## config.mk

```make
export PLATFORM = sky130hd
export DESIGN_NAME = ftx_usart
export DESIGN_NICKNAME = d
export VERILOG_FILES = /design/src/ftx_pkg.sv /design/src/ftx_rate_if.sv /design/src/ftx_baud.sv /design/src/ftx_usart.sv
export SDC_FILE = /design/constraint.sdc
export NUM_CORES = 1
export LEC_CHECK = 0
export BUFFER_PORTS_ARGS = -buffer_cell sky130_fd_sc_hd__buf_4
export CORE_MARGIN = 4
export CORE_UTILIZATION = 41
export DETAILED_ROUTE_END_ITERATION = 8
export MAX_ROUTING_LAYER = met4
export PLACE_DENSITY = 0.68
export SLEW_MARGIN = 40
export SYNTH_ARGS = -nofsm -noshare
export SYNTH_HDL_FRONTEND = slang
export SYNTH_HIERARCHICAL = 1
export SYNTH_SLANG_ARGS = --single-unit
```

## constraint.sdc

```tcl
create_clock -name clk -period 14.11 [get_ports clk]
set_input_delay 1.411 -clock clk [delete_from_list [all_inputs] [get_ports clk]]
set_output_delay 1.411 -clock clk [all_outputs]
set_load 0.05 [all_outputs]
```

## src/ftx_pkg.sv

```systemverilog
// package for the fsk modem transmit usart
package ftx_pkg;
    // register byte offsets
    localparam logic [7:0] FTX_OFF_DATA   = 8'h00;
    localparam logic [7:0] FTX_OFF_MODE   = 8'h04;
    localparam logic [7:0] FTX_OFF_STAT   = 8'h08;
    localparam logic [7:0] FTX_OFF_IEN    = 8'h0C;
    localparam logic [7:0] FTX_OFF_ICLR   = 8'h10;
    localparam logic [7:0] FTX_OFF_RXMODE = 8'h14;
    // mode register fields
    localparam int FTX_MD_TYPE_LSB = 0;   // 4 bits, modem type
    localparam int FTX_MD_FMT_LSB  = 4;   // 2 bits, data format
    localparam int FTX_MD_LEN_LSB  = 6;   // 2 bits, data bits minus 5
    localparam int FTX_MD_PEN      = 8;
    localparam int FTX_MD_PODD     = 9;
    localparam int FTX_MD_STOP2    = 10;
    localparam int FTX_MD_PAT_LSB  = 12;  // 2 bits, continuous pattern
    localparam int FTX_MD_PSAVE    = 15;
    localparam logic [15:0] FTX_MODE_RST = 16'h0000;
    // status bits
    localparam int FTX_ST_READY = 0;
    localparam int FTX_ST_UNDER = 1;
    // modem / transmit types
    localparam logic [3:0] FTX_T_OFF     = 4'h0;
    localparam logic [3:0] FTX_T_B103    = 4'h1;
    localparam logic [3:0] FTX_T_V23_HI  = 4'h2;
    localparam logic [3:0] FTX_T_V23_LO  = 4'h3;
    localparam logic [3:0] FTX_T_B202_HI = 4'h4;
    localparam logic [3:0] FTX_T_B202_LO = 4'h5;
    localparam logic [3:0] FTX_T_DTMF    = 4'h6;
    localparam logic [3:0] FTX_T_TONE    = 4'h7;
    localparam logic [3:0] FTX_T_USER    = 4'h8;
    // formats
    localparam logic [1:0] FTX_F_SYNC = 2'h0;
    localparam logic [1:0] FTX_F_SS   = 2'h1;
    localparam logic [1:0] FTX_F_PAT  = 2'h2;
    // bit timing
    localparam int FTX_CLK_HZ   = 100_000_000;
    localparam int FTX_DIV_300  = FTX_CLK_HZ / 300;
    localparam int FTX_DIV_1200 = FTX_CLK_HZ / 1200;
    localparam int FTX_DIV_75   = FTX_CLK_HZ / 75;
    localparam int FTX_DIV_150  = FTX_CLK_HZ / 150;
    localparam int FTX_DIV_W    = 24;
endpackage : ftx_pkg

```

## src/ftx_rate_if.sv

```systemverilog
// rate divider carrier between the usart and its baud generator
`timescale 1ns/1ps
`default_nettype none
interface ftx_rate_if;
    logic [23:0] div;
    logic        run;
    logic        tick;
    modport gen (input div, input run, output tick);
    modport user (output div, output run, input tick);
endinterface : ftx_rate_if
`default_nettype wire

```

## src/ftx_baud.sv

```systemverilog
// baud-rate enable generator
`timescale 1ns/1ps
`default_nettype none
module ftx_baud
    import ftx_pkg::*;
(
    // clock and reset
    input wire logic clk,
    input wire logic rstn,
    // rate control
    ftx_rate_if.gen  rate
);
    logic [FTX_DIV_W-1:0] cnt_q;

    // one tick per nominal bit period of the selected rate
    always_ff @(posedge clk or negedge rstn) begin
        if (!rstn) begin
            cnt_q <= '0;
        end else if (!rate.run) begin
            cnt_q <= '0;
        end else if (cnt_q >= rate.div - 24'h000001) begin
            cnt_q <= '0;
        end else begin
            cnt_q <= cnt_q + 24'h000001;
        end
    end

    assign rate.tick = rate.run && (cnt_q >= rate.div - 24'h000001);
endmodule : ftx_baud
`default_nettype wire

```

## src/ftx_usart.sv

```systemverilog
// transmit usart for the fsk modem, axi4-lite slave
//
// The AXI4-Lite register port and the register offsets were decided locally.
`timescale 1ns/1ps
`default_nettype none
module ftx_usart
    import ftx_pkg::*;
    #(parameter int CLK_HZ = FTX_CLK_HZ) // system clock in hertz
(
    // clock and reset
    input  wire logic        clk,
    input  wire logic        rstn,
    // axi4-lite write address
    input  wire logic [7:0]  s_axi_awaddr,
    input  wire logic        s_axi_awvalid,
    output logic             s_axi_awready,
    // axi4-lite write data
    input  wire logic [31:0] s_axi_wdata,
    input  wire logic [3:0]  s_axi_wstrb,
    input  wire logic        s_axi_wvalid,
    output logic             s_axi_wready,
    // axi4-lite write response
    output logic [1:0]       s_axi_bresp,
    output logic             s_axi_bvalid,
    input  wire logic        s_axi_bready,
    // axi4-lite read
    input  wire logic [7:0]  s_axi_araddr,
    input  wire logic        s_axi_arvalid,
    output logic             s_axi_arready,
    output logic [31:0]      s_axi_rdata,
    output logic [1:0]       s_axi_rresp,
    output logic             s_axi_rvalid,
    input  wire logic        s_axi_rready,
    // modulator side
    output logic             tx_bit,
    output logic             fsk_en,
    output logic [3:0]       tx_type,
    output logic [7:0]       rx_mode,
    output logic             powersave,
    // interrupt
    output logic             irq
);
    typedef enum {S_IDLE, S_START, S_DATA, S_PAR, S_STOP, S_HOLD} ftx_st_t;

    ftx_st_t     st_q;
    logic [15:0] mode_q;
    logic [7:0]  rxm_q;
    logic [7:0]  dreg_q;
    logic        full_q;
    logic [7:0]  buf_q;
    logic [3:0]  bit_q;
    logic        stop_q;
    logic        par_q;
    logic        out_q;
    logic [1:0]  sts_q;
    logic [1:0]  ien_q;
    logic [1:0]  evt;
    logic        load;
    logic [1:0]  icl;
    logic        wr_do;
    logic        rd_do;
    logic [7:0]  aw_q;
    logic        awh_q;
    logic [31:0] wd_q;
    logic [3:0]  ws_q;
    logic        wh_q;
    logic [3:0]  mtype;
    logic [1:0]  fmt;
    logic [2:0]  last;
    logic        fsk;
    logic        txfer;

    ftx_rate_if rate ();

    ftx_baud u_baud (
        .clk  (clk),
        .rstn (rstn),
        .rate (rate.gen)
    );

    assign mtype = mode_q[FTX_MD_TYPE_LSB +: 4];
    assign fmt   = mode_q[FTX_MD_FMT_LSB +: 2];
    assign last  = 3'(mode_q[FTX_MD_LEN_LSB +: 2] + 2'd0) + 3'h4;

    // modem type picks the bit-rate divider
    always_comb begin
        unique case (mtype)
            FTX_T_B103:    rate.div = FTX_DIV_W'(CLK_HZ / 300);
            FTX_T_V23_HI:  rate.div = FTX_DIV_W'(CLK_HZ / 1200);
            FTX_T_V23_LO:  rate.div = FTX_DIV_W'(CLK_HZ / 75);
            FTX_T_B202_HI: rate.div = FTX_DIV_W'(CLK_HZ / 1200);
            FTX_T_B202_LO: rate.div = FTX_DIV_W'(CLK_HZ / 150);
            default:       rate.div = FTX_DIV_W'(CLK_HZ / 1200);
        endcase
    end

    // only the fsk types feed the modulator
    assign fsk = (mtype >= FTX_T_B103) && (mtype <= FTX_T_B202_LO);
    assign rate.run = fsk && !mode_q[FTX_MD_PSAVE];

    // ---- axi4-lite write path: address and data taken in either order
    assign s_axi_awready = !awh_q && !s_axi_bvalid;
    assign s_axi_wready  = !wh_q && !s_axi_bvalid;
    assign wr_do = awh_q && wh_q && !s_axi_bvalid;

    always_ff @(posedge clk or negedge rstn) begin
        if (!rstn) begin
            awh_q <= 1'b0;
            aw_q  <= 8'h00;
        end else if (s_axi_awvalid && s_axi_awready) begin
            awh_q <= 1'b1;
            aw_q  <= s_axi_awaddr;
        end else if (wr_do) begin
            awh_q <= 1'b0;
        end
    end

    always_ff @(posedge clk or negedge rstn) begin
        if (!rstn) begin
            wh_q <= 1'b0;
            wd_q <= 32'h00000000;
            ws_q <= 4'h0;
        end else if (s_axi_wvalid && s_axi_wready) begin
            wh_q <= 1'b1;
            wd_q <= s_axi_wdata;
            ws_q <= s_axi_wstrb;
        end else if (wr_do) begin
            wh_q <= 1'b0;
        end
    end

    always_ff @(posedge clk or negedge rstn) begin
        if (!rstn) begin
            s_axi_bvalid <= 1'b0;
        end else if (wr_do) begin
            s_axi_bvalid <= 1'b1;
        end else if (s_axi_bready) begin
            s_axi_bvalid <= 1'b0;
        end
    end
    assign s_axi_bresp = 2'b00;

    // transmit and receive modes live in separate registers
    always_ff @(posedge clk or negedge rstn) begin
        if (!rstn) begin
            mode_q <= FTX_MODE_RST;
            rxm_q  <= 8'h00;
            ien_q  <= 2'h0;
        end else if (wr_do) begin
            if (aw_q == FTX_OFF_MODE) begin
                if (ws_q[0]) mode_q[7:0]  <= wd_q[7:0];
                if (ws_q[1]) mode_q[15:8] <= wd_q[15:8];
            end
            if (aw_q == FTX_OFF_RXMODE && ws_q[0]) rxm_q <= wd_q[7:0];
            if (aw_q == FTX_OFF_IEN && ws_q[0]) ien_q <= wd_q[1:0];
        end
    end

    // host load of the eight-bit data register
    assign load = wr_do && (aw_q == FTX_OFF_DATA) && ws_q[0];
    assign icl  = (wr_do && aw_q == FTX_OFF_ICLR && ws_q[0]) ? wd_q[1:0]
                                                              : 2'h0;

    // ---- axi4-lite read path
    assign s_axi_arready = !s_axi_rvalid;
    assign rd_do = s_axi_arvalid && s_axi_arready;
    assign s_axi_rresp = 2'b00;

    always_ff @(posedge clk or negedge rstn) begin
        if (!rstn) begin
            s_axi_rvalid <= 1'b0;
            s_axi_rdata  <= 32'h00000000;
        end else if (rd_do) begin
            s_axi_rvalid <= 1'b1;
            unique case (s_axi_araddr)
                FTX_OFF_DATA:   s_axi_rdata <= {24'h000000, dreg_q};
                FTX_OFF_MODE:   s_axi_rdata <= {16'h0000, mode_q};
                FTX_OFF_STAT:   s_axi_rdata <= {30'h0, sts_q};
                FTX_OFF_IEN:    s_axi_rdata <= {30'h0, ien_q};
                FTX_OFF_RXMODE: s_axi_rdata <= {24'h000000, rxm_q};
                default:        s_axi_rdata <= 32'h00000000;
            endcase
        end else if (s_axi_rready) begin
            s_axi_rvalid <= 1'b0;
        end
    end

    // ---- transmitter
    // a transfer point is a tick at which a new character would start
    assign txfer = rate.tick && (fmt != FTX_F_PAT) &&
                   ((st_q == S_IDLE) || (st_q == S_HOLD) ||
                    (st_q == S_DATA && fmt == FTX_F_SYNC && bit_q == 4'h8) ||
                    (st_q == S_STOP && !stop_q));

    always_ff @(posedge clk or negedge rstn) begin
        if (!rstn) begin
            dreg_q <= 8'h00;
            full_q <= 1'b0;
        end else if (load) begin
            dreg_q <= wd_q[7:0];
            full_q <= 1'b1;
        end else if (txfer) begin
            full_q <= 1'b0;
        end
    end

    // sticky events: ready on transfer, underflow on empty
    assign evt[FTX_ST_READY] = txfer && full_q && !load;
    assign evt[FTX_ST_UNDER] = txfer && !full_q && !load &&
                               (st_q != S_IDLE);

    always_ff @(posedge clk or negedge rstn) begin
        if (!rstn) begin
            sts_q <= 2'h0;
        end else begin
            // set wins over clear; a load drops the ready flag
            sts_q <= evt | (sts_q & ~icl);
            if (load && !evt[FTX_ST_READY]) begin
                sts_q[FTX_ST_READY] <= 1'b0;
            end
        end
    end
    assign irq = |(sts_q & ien_q);

    always_ff @(posedge clk or negedge rstn) begin
        if (!rstn) begin
            st_q   <= S_IDLE;
            buf_q  <= 8'h00;
            bit_q  <= 4'h0;
            stop_q <= 1'b0;
            par_q  <= 1'b0;
            out_q  <= 1'b1;
        end else if (!rate.run) begin
            st_q  <= S_IDLE;
            out_q <= 1'b1;
        end else if (fmt == FTX_F_PAT) begin
            st_q <= S_IDLE;
            if (rate.tick) begin     // continuous patterns
                unique case (mode_q[FTX_MD_PAT_LSB +: 2])
                    2'h0:    out_q <= 1'b1;
                    2'h1:    out_q <= 1'b0;
                    default: out_q <= ~out_q;
                endcase
            end
        end else if (txfer && full_q) begin
            buf_q <= dreg_q;
            bit_q <= 4'h0;
            par_q <= mode_q[FTX_MD_PODD];
            if (fmt == FTX_F_SYNC) begin
                st_q  <= S_DATA;
                out_q <= dreg_q[0];
                par_q <= 1'b0;
                bit_q <= 4'h1;
            end else begin
                st_q  <= S_START;
                out_q <= 1'b0;       // generated start bit
            end
        end else if (txfer) begin
            if (fmt == FTX_F_SYNC && st_q != S_IDLE) begin
                st_q  <= S_DATA;     // resend the same buffer
                out_q <= buf_q[0];
                bit_q <= 4'h1;
            end else begin
                st_q  <= (st_q == S_IDLE) ? S_IDLE : S_HOLD;
                out_q <= 1'b1;       // steady stop level
            end
        end else if (rate.tick) begin
            unique case (st_q)
                S_START: begin
                    st_q  <= S_DATA;
                    out_q <= buf_q[0];
                    par_q <= par_q ^ buf_q[0];
                    bit_q <= 4'h1;
                end
                S_DATA: begin
                    // count runs to last plus one so the last data bit keeps its slot
                    if (fmt == FTX_F_SS && bit_q > {1'b0, last}) begin
                        if (mode_q[FTX_MD_PEN]) begin
                            st_q  <= S_PAR;
                            out_q <= par_q;
                        end else begin
                            st_q   <= S_STOP;
                            out_q  <= 1'b1;
                            stop_q <= mode_q[FTX_MD_STOP2];
                        end
                    end else begin
                        out_q <= buf_q[bit_q[2:0]]; // lsb first
                        par_q <= par_q ^ buf_q[bit_q[2:0]];
                        bit_q <= bit_q + 4'h1;
                    end
                end
                S_PAR: begin
                    st_q   <= S_STOP;
                    out_q  <= 1'b1;
                    stop_q <= mode_q[FTX_MD_STOP2];
                end
                S_STOP: begin
                    stop_q <= 1'b0;  // second stop bit
                end
                default: ;
            endcase
        end
    end

    assign tx_bit    = out_q;
    assign fsk_en    = rate.run;
    assign tx_type   = mtype;
    assign rx_mode   = rxm_q;
    assign powersave = mode_q[FTX_MD_PSAVE];

    a_idle_high: assert property (@(posedge clk) disable iff (!rstn)
        !rate.run |=> tx_bit)
        else $error("output not high while stopped");

    a_ready_clr: assert property (@(posedge clk) disable iff (!rstn)
        (load && !evt[FTX_ST_READY]) |=> !sts_q[FTX_ST_READY])
        else $error("ready not cleared by load");

    a_ready_set: assert property (@(posedge clk) disable iff (!rstn)
        evt[FTX_ST_READY] |=> sts_q[FTX_ST_READY] && !full_q)
        else $error("ready not set on transfer");

    a_under_set: assert property (@(posedge clk) disable iff (!rstn)
        evt[FTX_ST_UNDER] |=> sts_q[FTX_ST_UNDER])
        else $error("underflow not flagged");

    a_start_low: assert property (@(posedge clk) disable iff (!rstn)
        (txfer && full_q && rate.run && fmt == FTX_F_SS)
        |=> !tx_bit && st_q == S_START)
        else $error("start bit missing");

    a_ss_hold: assert property (@(posedge clk) disable iff (!rstn)
        (st_q == S_HOLD && !full_q && !load && rate.run)
        |=> tx_bit)
        else $error("stop level not held on underflow");

    a_sync_first: assert property (@(posedge clk) disable iff (!rstn)
        (txfer && full_q && rate.run && fmt == FTX_F_SYNC)
        |=> tx_bit == $past(dreg_q[0]))
        else $error("sync bit zero not first");

    a_sync_resend: assert property (@(posedge clk) disable iff (!rstn)
        (txfer && !full_q && !load && rate.run && fmt == FTX_F_SYNC
         && st_q != S_IDLE) |=> tx_bit == buf_q[0])
        else $error("sync buffer not resent");

    a_psave_off: assert property (@(posedge clk) disable iff (!rstn)
        powersave |-> !fsk_en)
        else $error("usart active in powersave");
endmodule : ftx_usart
`default_nettype wire

```

### After elaboration in Yosys (flattened, before gate mapping)

Index checks and enable logic that the tools add are counted.
Widths: inputs -> output; s select.

* shift operators: 0
* order comparisons: 5
* divide/modulo/power cells: 0
* eq/ne operators: 34
* reduce and logical (&&, ||, !) cells: 68
* add/sub/neg operators: 4
* bitwise gates (word level): 10
* mux-type cells: 56
* $mul: 0

Operators with widths (count)
* $mux 32: 6
* $pmux 32 s3: 1
* $pmux 16 s5: 1
* $eq 32x2->1 const B: 2
* $eq 32x3->1 const B: 2
* $eq 32x4->1 const B: 2
* $pmux 21 s3: 1
* $mux 24: 2
* $eq 32x1->1 const B: 1
* $logic_not 32->1: 1
* $reduce_bool 32->1: 1
* $logic_and 1x1->1: 29
* $mux 1: 29
* $add 24x1->24 const B: 1
* $eq 8x4->1 const B: 3
* $eq 8x5->1 const B: 3
* $ge 24x24->1: 1
* $sub 21x1->22 const B: 1
* $mux 4: 5
* $eq 8x3->1 const B: 2
* $logic_not 8->1: 2
* $reduce_and 3->1: 5
* $reduce_and 6->1: 2
* $reduce_bool 2->1: 6
* 39 further kinds: 68

* memories: 0
* latch bits: 0
* output and inout port bits: 57
* ROM bits: 0
* word-level logic and storage cells: 199
* register bits after elaboration: 170
* memory bits (writable): 0

### Logic depth before layout (Yosys ltp)

Gate-level depths: netlist (run 1).

* depth after elaboration: 12
* gate-level depth with buffers: 23

### By module

Netlist (run 1), hierarchy kept.

By module, submodules not included
* ftx_usart: times used 1, area an instance 4918.5 um^2, cells each 422
* ftx_baud: times used 1, area an instance 2173.3 um^2, cells each 231

### Least setup slack after synthesis (run 1)

OpenSTA, ideal clock, no wires.

* path kind: register to register
* start point: reg mode_q[3]
* end point: reg buf_q[0]
* cell stages (with the launch flop): 23
* period minus slack after synthesis: 5.330 ns
* setup time: 0.125 ns
* path slack: 8.780 ns
* data arrival time: 5.205 ns
* cells stage by stage: dfrtp_1 > nand2b_1 > nor2_1 > and2_1 > inv_1 > nand2_1 > inv_1 > or3_4 > or3_4 > nor3_1 > nor3b_2 > xnor2_1 > ha_1 > nand4_1 > nor3_1 > nand2_1 > o211ai_1 > and2_1 > nand2_1 > nor3_4 > nand2_1 > nor2_4 > mux2_2

* longest elaborated chain between the ends: 9
* elaborated cells between the ends (all ways): 15
* classes of those cells: add/sub (1); order compare (3); eq/ne (3); mux (1); reduce/logical (7)

RTL lines
* from (decl): RTL line ftx_usart.sv:46 `logic [15:0] mode_q;`
* from (signal assigned): RTL line ftx_usart.sv:151 `if (ws_q[0]) mode_q[7:0] <= wd_q[7:0];`
* $eq 4x3->1, or another cell as far along: RTL line ftx_usart.sv:87 `unique case (mtype)`
* $pmux 21 s3 *: RTL line ftx_usart.sv:87
* named net rate.div[13]: RTL line ftx_rate_if.sv:5 `logic [23:0] div;`
* $sub 21x1->22 *: RTL line ftx_baud.sv:28 `assign rate.tick = rate.run && (cnt_q >= rate.div - 24'h000001);`
* $ge 24x24->1 *: RTL line ftx_baud.sv:28
* $logic_and 1x1->1 *: RTL line ftx_baud.sv:28
* named net rate.tick: RTL line ftx_rate_if.sv:7 `logic tick;`
* $logic_and 1x1->1 * (2 in series): RTL line ftx_usart.sv:190 `assign txfer = rate.tick && (fmt != FTX_F_PAT) &&`
* $logic_and 1x1->1 *: RTL line ftx_usart.sv:245 `end else if (txfer && full_q) begin`
* $reduce_and 3->1 (no line) *
* to (signal assigned): RTL line ftx_usart.sv:246 `buf_q <= dreg_q;`
* to (decl): RTL line ftx_usart.sv:50 `logic [7:0] buf_q;`

The timed path passes the listed nets; every way through them passes the cells marked *.
A chain may end at the register's enable or synchronous reset.

### Worst setup path after layout (run 1)

* start point: reg mode_q[3]
* end point: reg buf_q[3]

The elaborated chain is that of the path after synthesis.

==> out/metrics.cfg, run 1 <==
[run_status]
status=completed

[synthesis]
synth_commonest_cells=dfrtp_1 (124), mux2_2 (73), nand2_1 (51), nor2_1 (33), ha_1 (30)
yosys.area.top_type=dfrtp_1
yosysSeqAreaShare_pct=44.1
synth_top_family_by_area=simple AND/OR/NAND/NOR gates
async_flop_share_pct=100
synth_compound_area_share_pct=8.84
yosys_register_bits=125
ys_types=73
synth.cell_area_mm2=0.00709
synth_edf_count=0
syn_inst=653
yosysWarnings=6
yosys.area.top_type_share_pct=43.8
synth-xor-area-share_pct=5.43
syn_avg_cell_area_um2=10.9
ys.flop_type=dfrtp_1
yosys-top-cells-area=dfrtp_1 (44%), mux2_2 (12%), ha_1 (5.3%)
synth.most_common_cell=dfrtp_1
synthAdderAreaFrac_pct=5.29
synth_simple_gate_area_share_pct=17.5
muxShareOfSynthArea_pct=14.1

[timing]
skew_ps=14.3
slew_headroom_pct=48.8
slew_viol_final=0
setup_violations=0
rsz0062_at_grt=no
fin_crit_ps=6570
fmax_ghz=0.152
final.period_utilization_pct=46.5
setup_tns_ps=0
hold_violations=0
hold-worst-slack_ps=485
tightestPinTransition_ps=766

[critical_path]
crit_path_max_incr_delay_ps=650
r2r-start=mode_q[3]
cpMaxStageDelayCell=nor3_4
worstSetupStartpoint=mode_q[3]
cp-start-kind=register
crit_family=simple AND/OR/NAND/NOR gates
critPathKind=reg -> reg
worstPathMaxFanout=19
path_common_cell=nand2_1
worstPathArrival_ps=6860
cp-end-kind=register
crit_chain=nand2b_1 > nor2_1 > and2_1 > inv_1 > nand2_1 > inv_1 > or3_4 > or3_4 > nor3_1 > nor3b_2 > xnor2_1 > ha_1 > nand4_1 > nor3_1 > nand2_1 > o211ai_1 > and2_1 > nand2_1 > nor3_4 > nand2_1 > nor2_4 > mux2_2
critPathRequiredTime_ps=14400
path_buf_inv=2

[die]
die-area_mm2=0.0195
die_height_um=140
start_util_pct=42.3
placeableCoreArea_mm2=0.0168
num_rows=47
die_x_um=140
num_io_pins=116

[routing]
wire_per_inst_um=15.7
viasPerCell=5.21
dr.pass1.iters=5
vias=5083
drt_iter0_markers=309
drcViolationCount=0
ant_nets=0
drt-total-wl_um=15300

[place]
gp_congestion=0.829
dpl.hpwl_um=11100
port_buffers=77

[final_layout]
drive_gt1_share_pct=30.8
fill_cells=1524
synthToLayoutAreaGrowth_pct=19.2
fin_util_pct=50.4
nets=832
antenna_cells=0

[power_and_ir_drop]
p_leak_uw=0.00381
p_per_area_mw_per_mm2=135
peakVddDrop_v=0.0000984

[global_route]
grt_pass1_vias=5134
grt_first_pass_wirelength_um=26000
grt_start_max_net_pins=66
grt_remaining_overflow=0
grt_use_total_pct=16.9
antenna_found_initial=0

[clocking]
root_buffer=clkbuf_16
cts_setup_buffers=0
worstSkewPairLatency_ps=420
cts_num_sinks=125
cts_max_path_buffers=2
numCtsBuffers=17
clkTransAtPathRegs_ps=60
post_cts_resized=0
ctsHoldBuffers=0
h-tree-depth=4
cts_tree=done

[job]
max_cap_violations=0

[hold_path]
worstHoldStart=mode_q[11]
hold_class=reg -> reg

final timing paths:
check                                   end  slack, ps  depth (start not counted)
max                                buf_q[3]       7540                         22
max in group asynchronous            tx_bit      12150                          2
min reg2reg                 s_axi_rdata[11]        490                          1
max reg2reg                        buf_q[3]       7540                         22
min                         s_axi_rdata[11]        490                          1
min in group asynchronous  u_baud/cnt_q[19]        970                          1
per-stage QoR:
stage                     area [µm²]  std cells  setup slack [ps]  power, µW
after global routing            8450        976              7070       1200
final                           8450        976              7540       1140
after floorplan                 7200        681              8780        644
after CTS                       8440        976              7510       1150
after global placement          7820        943              7660        704
after detailed placement        7870        944              7630        717
where the power goes:
part | internal (µW) | switching, µW | total [µW]
Combinational | 104 | 138 | 242
Sequential | 414 | 54.5 | 469
Clock | 248 | 181 | 429
Total | 766 | 374 | 1140
layout by cell type, fill, tap and decap left out, types with 13 or more instances in the layout:
master       n
xor2_1      23
xnor2_1     21
nand2_1     51
mux2_2      73
nor2_2      19
clkbuf_16   17
nand4_1     14
nor2_1      32
inv_1       23
buf_4       77
mux2i_1     13
o21ai_0     22
nand3_1     15
ha_1        30
dfrtp_1    124
conb_1      29
a21oi_1     15
a22o_1      15
metal layers:
metal | vias up | track usage [%] | part of all wire (%)
met5 | - | - | 0
met4 | 0 | 4.69 | 1.2
met2 | 129 | 25.9 | 47
met3 | 17 | 4.22 | 5.2
met1 | 2462 | 22.3 | 47
li1 | 2475 | - | -
state kept, by name, summed over array words and instances, names as in the netlist, 2 cells and up:
| signal | cells |
|---|---|
| aw_q | 8 |
| bit_q | 4 |
| buf_q | 8 |
| dreg_q | 8 |
| ien_q | 2 |
| mode_q | 16 |
| rx_mode | 8 |
| s_axi_rdata | 16 |
| st_q | 3 |
| sts_q | 2 |
| u_baud/cnt_q | 24 |
| wd_q | 16 |
| ws_q | 2 |
cells by family (layout without fill, tap and decap cells):
| logic type | Yosys count | in the layout |
|---|---|---|
| muxes | 88 | 88 |
| DFF | 125 | 125 |
| and+or+nand+nor | 218 | 218 |
| adders and majority gates | 30 | 30 |
| other | 1 | 29 |
| AOI/OAI and AO/OA | 87 | 87 |
| buffers and inverters | 60 | 135 |
| xor gates and xnor gates | 44 | 44 |
area by class of cell:
cell class / instances / area, µm² / share of cell area, %
clock buffers: 17 / 425 / 5.03
clock inverters: 15 / 148 / 1.75
well taps: 220 / 275 / 3.26
multi-input cells: 496 / 3760 / 44.5
flip-flops and latches: 125 / 3130 / 37.0
inverters: 23 / 86.3 / 1.02
repair buffers: 80 / 628 / 7.43
worst reg2reg max path, stage by stage (launching register included):
cell and delay (ps):
dfrtp_1 420, nand2b_1 200, nor2_1 130, and2_1 630
inv_1 340, nand2_1 260, inv_1 110, or3_4 380
or3_4 350, nor3_1 170, nor3b_2 210, xnor2_1 90
ha_1 290, nand4_1 120, nor3_1 260, nand2_1 140
o211ai_1 240, and2_1 300, nand2_1 160, nor3_4 650
nand2_1 310, nor2_4 310, mux2_2 370
(Power assumes the default switching activity.)
==> inputs of run 2 (changes only) <==
--- a/config.mk
+++ b/config.mk
@@ -5,6 +5,7 @@
 export SDC_FILE = /design/constraint.sdc
 export NUM_CORES = 1
 export LEC_CHECK = 0
+export ABC_AREA = 1
 export BUFFER_PORTS_ARGS = -buffer_cell sky130_fd_sc_hd__buf_4
 export CORE_MARGIN = 4
 export CORE_UTILIZATION = 41
==> constraint.sdc (replaced) <==
create_clock -name clk -period 6.1 [get_ports clk]
set_input_delay 0.61 -clock clk [delete_from_list [all_inputs] [get_ports clk]]
set_output_delay 0.61 -clock clk [all_outputs]
set_load 0.05 [all_outputs]
==> out/metrics.cfg, run 2 <==
[timing]
slew_headroom_pct=51.1
setup_violations=0
final.period_utilization_pct=75.8
hold-worst-slack_ps=168
rsz0062_at_grt=no
tightestPinTransition_ps=731
fmax_ghz=0.216
slew_viol_final=0
fin_crit_ps=4620
setup_tns_ps=0
hold_violations=0
skew_ps=14.5

[clocking]
numCtsBuffers=17
root_buffer=clkbuf_16
h-tree-depth=4
worstSkewPairLatency_ps=430
ctsHoldBuffers=0
post_cts_resized=0
cts_tree=done
cts_max_path_buffers=2
cts_setup_buffers=0
cts_num_sinks=125
clkTransAtPathRegs_ps=60

[synthesis]
synth.cell_area_mm2=0.00790
synth.most_common_cell=nand2_1
syn_avg_cell_area_um2=7.94
synth-xor-area-share_pct=2.33
synthAdderAreaFrac_pct=4.75
synth_simple_gate_area_share_pct=31.1
yosysSeqAreaShare_pct=39.6
yosys.area.top_type=dfrtp_1
ys.flop_type=dfrtp_1
yosys-top-cells-area=dfrtp_1 (39%), nand2_1 (11%), inv_1 (5.3%)
synth_compound_area_share_pct=11.5
async_flop_share_pct=100
yosysWarnings=6
synth_top_family_by_area=simple AND/OR/NAND/NOR gates
synth_commonest_cells=nand2_1 (226), dfrtp_1 (124), inv_1 (111), nor2_1 (97), nand3_1 (66)
syn_inst=995
synth_edf_count=0
yosys_register_bits=125
muxShareOfSynthArea_pct=1.14
ys_types=48
yosys.area.top_type_share_pct=39.3

[routing]
wire_per_inst_um=13.8
viasPerCell=4.86
dr_wl_met2_um=8250
ant_nets=0
wl_met3_um=1070
drt_iter0_markers=456
dr.max_layer_used=met4
drcViolationCount=0
drt-total-wl_um=18600
vias=6577
wl_met1_um=8940
dr.pass1.iters=5

[global_route]
grt_pass1_vias=6359
grt_first_pass_wirelength_um=31600
antenna_found_initial=0
grt_start_max_net_pins=64
grt_use_total_pct=18.5
grt_remaining_overflow=0

[critical_path]
path_common_cell=inv_1
reg2reg_depth=27
r2r-start=mode_q[1]
rrSetupSlack_ps=1480
crit_path_max_incr_delay_ps=430
worstPathMaxFanout=21
critPathRequiredTime_ps=6410
worstPathArrival_ps=4930
cpMaxStageDelayCell=dfrtp_1
critPathKind=reg -> reg
worstReg2RegEnd=bit_q[2]
cp-end-kind=register
cp-start-kind=register

[die]
die_height_um=147
start_util_pct=41.9
num_io_pins=116
num_rows=50
die_x_um=147
placeableCoreArea_mm2=0.0188
die-area_mm2=0.0215

[final_layout]
final_cell_mix=nand2_1 (224), dfrtp_1 (124), inv_1 (111)
design_area_mm2=0.00927
largest_register_ffs=24
fin_util_pct=49.2
top_register=u_baud/cnt_q
seqCellArea_mm2=0.00313
antenna_cells=0
fill_cells=1840
drive_gt1_share_pct=22.6
multiInputGateArea_mm2=0.00413
nets=1170
final_common_cell=nand2_1
synthToLayoutAreaGrowth_pct=17.3

[place]
dpl.hpwl_um=14000
port_buffers=77
place_area_mm2=0.00864
gp_congestion=0.890

[power_and_ir_drop]
p_per_area_mw_per_mm2=311
finalPower_uw=2880
peakVddDrop_v=0.000325
p_leak_uw=0.00446

[run_status]
status=completed

[hold_path]
hold_class=in -> async

[job]
max_cap_violations=0

-- run 2: logic make-up after synthesis --
kind of cell	Yosys count
other cells	1
flops	125
fa+ha+maj	30
xor+xnor	21
compound gates	153
mux	8
simple gates	495
buf+inv	162
-- run 2: routing by layer --
layer | global-route usage, % | vias to the layer above
li1 | - | 3325
met1 | 25.3 | 3046
met2 | 27.2 | 175
met3 | 4.13 | 31
met4 | 6.21 | 0
met5 | - | -
-- run 2: final cells by class --
class	instances	share of cell area [%]
Clock inverter	15	2.07
Inverter	122	4.97
Multi-Input combinational cell	735	44.5
Tap cell	260	3.51
Sequential cell	125	33.8
Timing Repair Buffer	80	6.56
Clock buffer	17	4.59
-- run 2: per-stage QoR --
step                instances  setup WS [ps]
floorplan                1022           1470
global placement         1322           1560
detailed placement       1322           1500
CTS                      1354           1470
global route             1354           1030
finish                   1354           1480
-- run 2: worst max-delay path: cells and delay by family (launching register included) --
family	cells	cell delay, ps
xor gates and xnor gates	1	170
buffers and inverters	7	1090
AOI/OAI and AO/OA	2	360
DFF	1	430
and+or+nand+nor	15	1920
adders and majority gates	2	510
-- run 2: power by group --
| part | internal (µW) | leakage, µW | switching, µW |
|---|---|---|---|
| clock network | 593 | 0.000300 | 457 |
| logic | 227 | 0.00253 | 537 |
| registers | 969 | 0.00163 | 100 |
| total | 1790 | 0.00446 | 1090 |
-- run 2: worst max-delay path by stage --
stage / slack (ps) / from / end
after global placement: 1560 / mode_q[1] / bit_q[2]
final: 1480 / mode_q[1] / bit_q[2]
after CTS: 1470 / mode_q[1] / bit_q[2]
after floorplan: 1470 / mode_q[1] / buf_q[5]
after detailed placement: 1500 / mode_q[1] / bit_q[2]
after global routing: 1030 / mode_q[3] / bit_q[0]
